### config.mk
export PLATFORM = sky130hd
export DESIGN_NAME = ato_transfer_ops
export DESIGN_NICKNAME = d
export VERILOG_FILES = /design/src/hw/ato_pkg.sv /design/src/hw/ato_decode.sv /design/src/hw/ato_transfer_ops.sv
export SDC_FILE = /design/constraint.sdc
export NUM_CORES = 1
export LEC_CHECK = 0
export ABC_AREA = 1
export BUFFER_PORTS_ARGS = -buffer_cell sky130_fd_sc_hd__buf_2
export CORE_MARGIN = 2
export CORE_UTILIZATION = 38
export CTS_CLUSTER_DIAMETER = 60
export DETAILED_ROUTE_END_ITERATION = 10
export GPL_TIMING_DRIVEN = 0
export MAX_ROUTING_LAYER = met4
export PLACE_DENSITY = 0.75
export SLEW_MARGIN = 30
export SYNTH_ARGS = -nofsm -noshare
export SYNTH_HDL_FRONTEND = slang
export SYNTH_SLANG_ARGS = --single-unit
### constraint.sdc
create_clock -name clk_sys -period 0.9 [get_ports clk_sys]
set_input_delay 0.045 -clock clk_sys [delete_from_list [all_inputs] [get_ports clk_sys]]
set_output_delay 0.045 -clock clk_sys [all_outputs]
set_load 0.05 [all_outputs]
### src/hw/ato_pkg.sv
package ato_pkg;

  localparam int ATO_NIB_W = 4;
  localparam int ATO_TMR_W = 8;
  localparam int ATO_ADC_W = 10;
  localparam int ATO_OPC_W = 10;
  localparam int ATO_CTRL_W = 4;

  // Instruction words of the four transfers.
  localparam logic [9:0] ATO_OPC_COPY_B_TO_A = 10'h01e;
  localparam logic [9:0] ATO_OPC_READ_FIRST_TIMER = 10'h270;
  localparam logic [9:0] ATO_OPC_READ_SECOND_TIMER = 10'h271;
  localparam logic [9:0] ATO_OPC_READ_CONVERSION_RESULT = 10'h279;

  // Bit of the converter control register that picks the result mapping.
  localparam int ATO_COMPARATOR_MODE_SELECT_BIT = 3;

  // Field positions (low bit of each nibble).
  localparam int ATO_TMR_HI_LSB = 4;
  localparam int ATO_TMR_LO_LSB = 0;
  localparam int ATO_ADC_CONV_HI_LSB = 6;
  localparam int ATO_ADC_CONV_LO_LSB = 2;
  localparam int ATO_ADC_CMP_HI_LSB = 4;
  localparam int ATO_ADC_CMP_LO_LSB = 0;

  // Every transfer takes one word and one instruction cycle.
  localparam int ATO_WORDS = 1;
  localparam int ATO_CYCLES = 1;

  localparam logic [3:0] ATO_RST_NIB = 4'h0;

  typedef enum logic [2:0] {
    ATO_OP_NONE,
    ATO_OP_COPY_B_TO_A,
    ATO_OP_READ_FIRST_TIMER,
    ATO_OP_READ_SECOND_TIMER,
    ATO_OP_READ_CONVERSION_RESULT
  } ato_op_t;

endpackage

### src/hw/ato_decode.sv
module ato_decode
  import ato_pkg::*;
(
  input wire logic instr_valid,
  input wire logic [ATO_OPC_W-1:0] opcode,
  output ato_op_t op
);

  // Words outside the four transfers decode to no operation here.
  always_comb
  begin
    op = ATO_OP_NONE;
    if (instr_valid)
    begin
      case (opcode)
        ATO_OPC_COPY_B_TO_A: op = ATO_OP_COPY_B_TO_A;
        ATO_OPC_READ_FIRST_TIMER: op = ATO_OP_READ_FIRST_TIMER;
        ATO_OPC_READ_SECOND_TIMER: op = ATO_OP_READ_SECOND_TIMER;
        ATO_OPC_READ_CONVERSION_RESULT: op = ATO_OP_READ_CONVERSION_RESULT;
        default: op = ATO_OP_NONE;
      endcase
    end
  end

endmodule

### src/hw/ato_transfer_ops.sv
// Operation
// - Copy instruction loads accumulator from register B; B keeps its value.
// - First-timer read: B gets timer bits 7-4, accumulator bits 3-0.
// - Second-timer read: B gets timer bits 7-4, accumulator bits 3-0.
// - Result read in conversion mode: B gets bits 9-6, accumulator 5-2.
// - Result read in comparator mode: B gets bits 7-4, accumulator 3-0.
// - Control register bit 3 picks the mode: 0 conversion, 1 comparator.
module ato_transfer_ops
  import ato_pkg::*;
(
  input wire logic clk_sys,
  input wire logic rst_n,
  input wire logic instr_valid,
  input wire logic [ATO_OPC_W-1:0] opcode,
  input wire logic ext_acc_we,
  input wire logic [ATO_NIB_W-1:0] ext_acc_data,
  input wire logic ext_regb_we,
  input wire logic [ATO_NIB_W-1:0] ext_regb_data,
  input wire logic carry_in,
  input wire logic [ATO_TMR_W-1:0] first_timer_count,
  input wire logic [ATO_TMR_W-1:0] second_timer_count,
  input wire logic [ATO_ADC_W-1:0] conversion_result,
  input wire logic [ATO_CTRL_W-1:0] converter_control_register,
  output logic [ATO_NIB_W-1:0] acc_q,
  output logic [ATO_NIB_W-1:0] regb_q,
  output logic carry_q,
  output logic skip_next_q,
  output logic xfer_done_q
);

  ato_op_t op;
  logic comparator_mode_select;
  logic xfer_hit;
  logic [ATO_NIB_W-1:0] acc_d;
  logic [ATO_NIB_W-1:0] regb_d;

  ato_decode u_decode (
    .instr_valid(instr_valid),
    .opcode(opcode),
    .op(op)
  );

  assign comparator_mode_select =
    converter_control_register[ATO_COMPARATOR_MODE_SELECT_BIT];
  assign xfer_hit = (op != ATO_OP_NONE);

  // The transfer decides both nibbles from the sources as they stand in this cycle,
  // so a timer that counts in the same cycle is read at its old value.
  always_comb
  begin
    acc_d = acc_q;
    regb_d = regb_q;
    if (ext_acc_we)
    begin
      acc_d = ext_acc_data;
    end
    if (ext_regb_we)
    begin
      regb_d = ext_regb_data;
    end
    case (op)
      ATO_OP_NONE:
      begin
      end
      ATO_OP_COPY_B_TO_A:
      begin
        acc_d = regb_q;
        regb_d = regb_q;
      end
      ATO_OP_READ_FIRST_TIMER:
      begin
        regb_d = first_timer_count[ATO_TMR_HI_LSB +: ATO_NIB_W];
        acc_d = first_timer_count[ATO_TMR_LO_LSB +: ATO_NIB_W];
      end
      ATO_OP_READ_SECOND_TIMER:
      begin
        regb_d = second_timer_count[ATO_TMR_HI_LSB +: ATO_NIB_W];
        acc_d = second_timer_count[ATO_TMR_LO_LSB +: ATO_NIB_W];
      end
      ATO_OP_READ_CONVERSION_RESULT:
      begin
        if (comparator_mode_select)
        begin
          regb_d = conversion_result[ATO_ADC_CMP_HI_LSB +: ATO_NIB_W];
          acc_d = conversion_result[ATO_ADC_CMP_LO_LSB +: ATO_NIB_W];
        end
        else
        begin
          regb_d = conversion_result[ATO_ADC_CONV_HI_LSB +: ATO_NIB_W];
          acc_d = conversion_result[ATO_ADC_CONV_LO_LSB +: ATO_NIB_W];
        end
      end
      default:
      begin
        acc_d = acc_q;
        regb_d = regb_q;
      end
    endcase
  end

  always_ff @(posedge clk_sys or negedge rst_n)
  begin
    if (!rst_n)
    begin
      acc_q <= ATO_RST_NIB;
      regb_q <= ATO_RST_NIB;
    end
    else
    begin
      acc_q <= acc_d;
      regb_q <= regb_d;
    end
  end

  // Carry simply follows the core; none of these transfers writes it.
  always_ff @(posedge clk_sys or negedge rst_n)
  begin
    if (!rst_n)
    begin
      carry_q <= 1'b0;
    end
    else
    begin
      carry_q <= carry_in;
    end
  end

  // Skip is held low because no transfer here ever skips; kept as a port so the
  // sequencer can merge it with the skip outputs of other groups.
  always_ff @(posedge clk_sys or negedge rst_n)
  begin
    if (!rst_n)
    begin
      skip_next_q <= 1'b0;
      xfer_done_q <= 1'b0;
    end
    else
    begin
      skip_next_q <= 1'b0;
      xfer_done_q <= xfer_hit;
    end
  end

  // Checks.

  AST_COPY_LOADS_ACC: assert property (
    @(posedge clk_sys) disable iff (!rst_n)
    op == ATO_OP_COPY_B_TO_A |=> acc_q == $past(regb_q) && regb_q == $past(regb_q)
  ) else $error("copy did not move register B into the accumulator");

  AST_FIRST_TIMER_READ: assert property (
    @(posedge clk_sys) disable iff (!rst_n)
    op == ATO_OP_READ_FIRST_TIMER |=>
      {regb_q, acc_q} == $past(first_timer_count)
  ) else $error("first timer read gave wrong nibbles");

  AST_SECOND_TIMER_READ: assert property (
    @(posedge clk_sys) disable iff (!rst_n)
    op == ATO_OP_READ_SECOND_TIMER |=>
      {regb_q, acc_q} == $past(second_timer_count)
  ) else $error("second timer read gave wrong nibbles");

  AST_RESULT_CONV_MODE: assert property (
    @(posedge clk_sys) disable iff (!rst_n)
    op == ATO_OP_READ_CONVERSION_RESULT && !converter_control_register[3] |=>
      {regb_q, acc_q} == $past(conversion_result[9:2])
  ) else $error("conversion mode result read gave wrong nibbles");

  AST_RESULT_CMP_MODE: assert property (
    @(posedge clk_sys) disable iff (!rst_n)
    op == ATO_OP_READ_CONVERSION_RESULT && converter_control_register[3] |=>
      {regb_q, acc_q} == $past(conversion_result[7:0])
  ) else $error("comparator mode result read gave wrong nibbles");

  AST_MODE_BIT_SELECTS: assert property (
    @(posedge clk_sys) disable iff (!rst_n)
    instr_valid && opcode == ATO_OPC_READ_CONVERSION_RESULT |=>
      acc_q == ($past(converter_control_register[ATO_COMPARATOR_MODE_SELECT_BIT]) ?
      $past(conversion_result[3:0]) : $past(conversion_result[5:2]))
  ) else $error("result mapping not picked by control bit 3");

  // These two look at the raw word, so a broken decoder cannot hide behind op.
  AST_DECODE_HITS: assert property (
    @(posedge clk_sys) disable iff (!rst_n)
    instr_valid && (opcode == ATO_OPC_COPY_B_TO_A || opcode == ATO_OPC_READ_FIRST_TIMER ||
      opcode == ATO_OPC_READ_SECOND_TIMER || opcode == ATO_OPC_READ_CONVERSION_RESULT) |=>
      xfer_done_q
  ) else $error("transfer word did not complete in one cycle");

  AST_OTHER_WORDS_IGNORED: assert property (
    @(posedge clk_sys) disable iff (!rst_n)
    !(instr_valid && (opcode == ATO_OPC_COPY_B_TO_A || opcode == ATO_OPC_READ_FIRST_TIMER ||
      opcode == ATO_OPC_READ_SECOND_TIMER || opcode == ATO_OPC_READ_CONVERSION_RESULT)) |=>
      !xfer_done_q
  ) else $error("done pulse for a word that is not one of the transfers");

  AST_NEVER_SKIPS: assert property (
    @(posedge clk_sys) disable iff (!rst_n)
    xfer_hit |=> !skip_next_q && xfer_done_q && carry_q == $past(carry_in)
  ) else $error("transfer skipped, lost carry or took more than one cycle");

  AST_DONE_ONE_CYCLE: assert property (
    @(posedge clk_sys) disable iff (!rst_n)
    xfer_done_q |-> $past(xfer_hit)
  ) else $error("done pulse without a transfer in the previous cycle");

  AST_IDLE_HOLDS: assert property (
    @(posedge clk_sys) disable iff (!rst_n)
    !xfer_hit && !ext_acc_we && !ext_regb_we |=> $stable(acc_q) && $stable(regb_q)
  ) else $error("registers moved with no instruction");

  COV_COPY: cover property (
    @(posedge clk_sys) disable iff (!rst_n)
    op == ATO_OP_COPY_B_TO_A
  );

  COV_TIMERS_BACK_TO_BACK: cover property (
    @(posedge clk_sys) disable iff (!rst_n)
    op == ATO_OP_READ_FIRST_TIMER ##1 op == ATO_OP_READ_SECOND_TIMER
  );

  COV_RESULT_CONV: cover property (
    @(posedge clk_sys) disable iff (!rst_n)
    op == ATO_OP_READ_CONVERSION_RESULT && !comparator_mode_select
  );

  COV_RESULT_CMP: cover property (
    @(posedge clk_sys) disable iff (!rst_n)
    op == ATO_OP_READ_CONVERSION_RESULT && comparator_mode_select
  );

endmodule
==> key figures <==
Run status
  • Status: complete, but fails checks
  • Failing checks: negative setup slack

Synth
  • Synth Warn #: 0
  • Register area share after synthesis: 0.254
  • Synthesized area: 983 sq um
  • Yosys reg bits: 10
  • Mean post-synth cell area: 6.88 sq um
  • Post-Syn Instances: roughly 140
  • Yosys cell types: 25
  • Post-synthesis net count: just under 200

Routing
  • DR pass1 iterations: 4
  • DRT iter0 DRCs: 40
  • DRC viols: 0
  • ANT nets after route: 0
  • Via density: 5.25
  • Total Wirelength: 3640 um
  • Total number of vias: 1355
  • Avg WL per Cell: 14.1 um

Timing
  • Unrepaired setup endpoints after global routing: true
  • Setup Viol. Count Final: 9
  • Final Hold Vio Count: 0
  • Crit path time final: 1040 ps
  • Final Max Tran Viols: 0
  • Final Skew: 1.06 ps
  • Setup slack after layout: -140 ps
  • Hold slack: a little under 80 ps
  • Final Cycle Share: 1.16
  • Highest Clock Rate: 962 MHz

Power
  • Internal: 0.000986 W
  • Sw Ratio: 0.341
  • PwrDens: 830 mW/mm^2
  • Switching power: 0.000511 W
  • Clock power share: 0.267
  • Comb pwr share: 0.384
  • Max VDD drop: 0.00156 V
  • Total power draw: 0.00150 W
  • Flop pwr share: 0.349
  • Leakage power: 0.920 nW

Global routing
  • Initial antenna violation count: 0
  • Largest net degree at the start of global routing: 11
  • Total gr overflow: 0
  • Global-route wire length before repair: roughly 5000 um
  • Gr usage total: 0.237
  • Vias in the first global route: 1178

Critical path
  • Crit path DAT: 1190 ps
  • CP required: ~1100 ps
  • Crit end category: register
  • Crit-path max FO: 4
  • Reg2reg start: regb_q[0]
  • WS Path Type: in -> reg
  • Critical path origin: opcode[2]
  • Worst Setup Start Kind: primary input

Clock tree
  • Clk_lat worst skew: 260 ps
  • Clock Tree Buf Depth: 2
  • CTS root buffer: clkbuf_4
  • Clock transition at path regs: 70 ps
  • Clk sinks: 10
  • H-tree depth: 1
  • Num CTS Buffers: 3
  • CTS tree: done

Hold path
  • Hold crit path type: in -> reg
  • Hold path start: ext_regb_data[3]

Floorplan
  • Std-Cell Rows: 18
  • Initial core utilization: 0.401
  • Die Height: 54.9 um
  • Num ports: 65
  • Core Box Area: 0.00245 sq mm
  • X dimension of the die: 54.9 um
  • DIE AREA: 0.00301 sq mm

Placement
  • Post-DP HPWL: 2320 um
  • Dpl cell area: 0.00139 sq mm
  • Placed cells: 232
  • Count of buffers from port buffering: 59
  • Gpl congestion: 0.847

Finish
  • Final #Nets: between 200 and 300
  • Layout cell share with drive strength beyond 1: 0.614
  • Area Overhead vs Synth: 83.5%
  • Finished Layout Cells: approximately 260
  • FF/Latch Area: 255 sq um
  • ANT cells: 0
  • Layout fillers: 158
  • Design area: 0.00180 sq mm
  • Multi-input gate area: roughly 800 sq um

Job
  • Max Cap Violations: 0
[routing by layer]
metal,GRT usage,share of wire,up-vias
met2,0.395,0.52,66
met4,0.0708,0.012,0
met1,0.284,0.40,633
met5,-,0,-
li1,-,-,652
met3,0.0519,0.072,4
[power by group through the flow]
stage / sequential, W / clock (W) / combinational (W)
floorplan: 0.000643 / 0 / 0.000160
global route: 0.000527 / 0.000432 / 0.000613
global placement: 0.000518 / 0 / 0.000467
detailed placement: 0.000519 / 0 / 0.000477
finish: 0.000522 / 0.000400 / 0.000575
CTS: 0.000516 / 0.000407 / 0.000534
[cell type report]
class                           instances  area share
Sequential cell                        10       0.141
Buffer                                  4      0.0173
Tap cell                               30      0.0208
Timing Repair Buffer                   80       0.320
Clock buffer                            4      0.0201
Multi-Input combinational cell        114       0.437
Inverter                               16      0.0430
[flip-flops by register name, indices dropped and copies added, names as in the netlist]
register     cells
xfer_done_q      1
carry_q          1
acc_q            4
regb_q           4
[logic make-up (layout without fill, tap and decap cells)]
group,after synthesis,count (layout),synth area share
AND/OR/NAND/NOR,88,89,0.469
buffers and inverters,20,104,0.0891
AO/OA/AOI/OAI,16,16,0.0916
flip-flops,10,10,0.254
multiplexers,8,8,0.0916
other,1,1,0.00381
[cell usage after synthesis (all sizes together)]
cell type,n,area share
a21oi,4,0.020
and2,1,0.0064
buf,3,0.024
clkbuf,1,0.0038
conb,1,0.0038
dfrtp,10,0.25
inv,16,0.061
mux2,8,0.092
nand2,40,0.17
nand3,30,0.19
nand4,4,0.025
nor2,13,0.081
o21ai,8,0.041
o21bai,4,0.031
[per-stage QoR]
step	util	setup slack (ps)	TNS, ps
finish	0.735	-140	-716
global route	0.735	-200	-1310
CTS	0.674	-85.7	-410
detailed placement	0.566	-400	-2950
global placement	0.566	-376	-2720
floorplan	-	-79.4	-548
[cell usage in the layout, fill, tap and decap left out, drive strengths merged]
cell type    count
dlygate4sd3      2
and2             1
nand4            4
mux2             8
o21bai           4
a21oi            4
dfrtp           10
conb             1
nor2            13
nand3           31
inv             16
o21ai            8
nand2           40
clkbuf           5
buf             81
[final timing paths]
check                                 end  slack [ps]  cells past startpoint
worst min register to register   acc_q[1]         540                      2
worst max-delay path             acc_q[0]        -140                     11
worst max register to register   acc_q[0]         -30                      4
min in group asynchronous        acc_q[3]         210                      2
worst min-delay path            regb_q[3]          80                      3
max in group asynchronous       regb_q[1]         480                      2
[worst max-delay path: stages]
cell,delay (ps)
buf_2,110
inv_2,50
nand2_2,70
nor2_4,160
buf_6,120
nand3_4,110
buf_4,170
nand4_1,90
nand2_1,60
o21bai_1,150
nand2_1,70
[what timing repair did]
action,CTS,global route
setup endpoints to repair,16,18
buffers inserted,10,8
gates resized for setup,32,33
hold endpoints to repair,11,0
pin swaps,18,28
hold buffers,2,0
gates cloned,2,0
No activity file was read; power rests on OpenSTA's default activity.
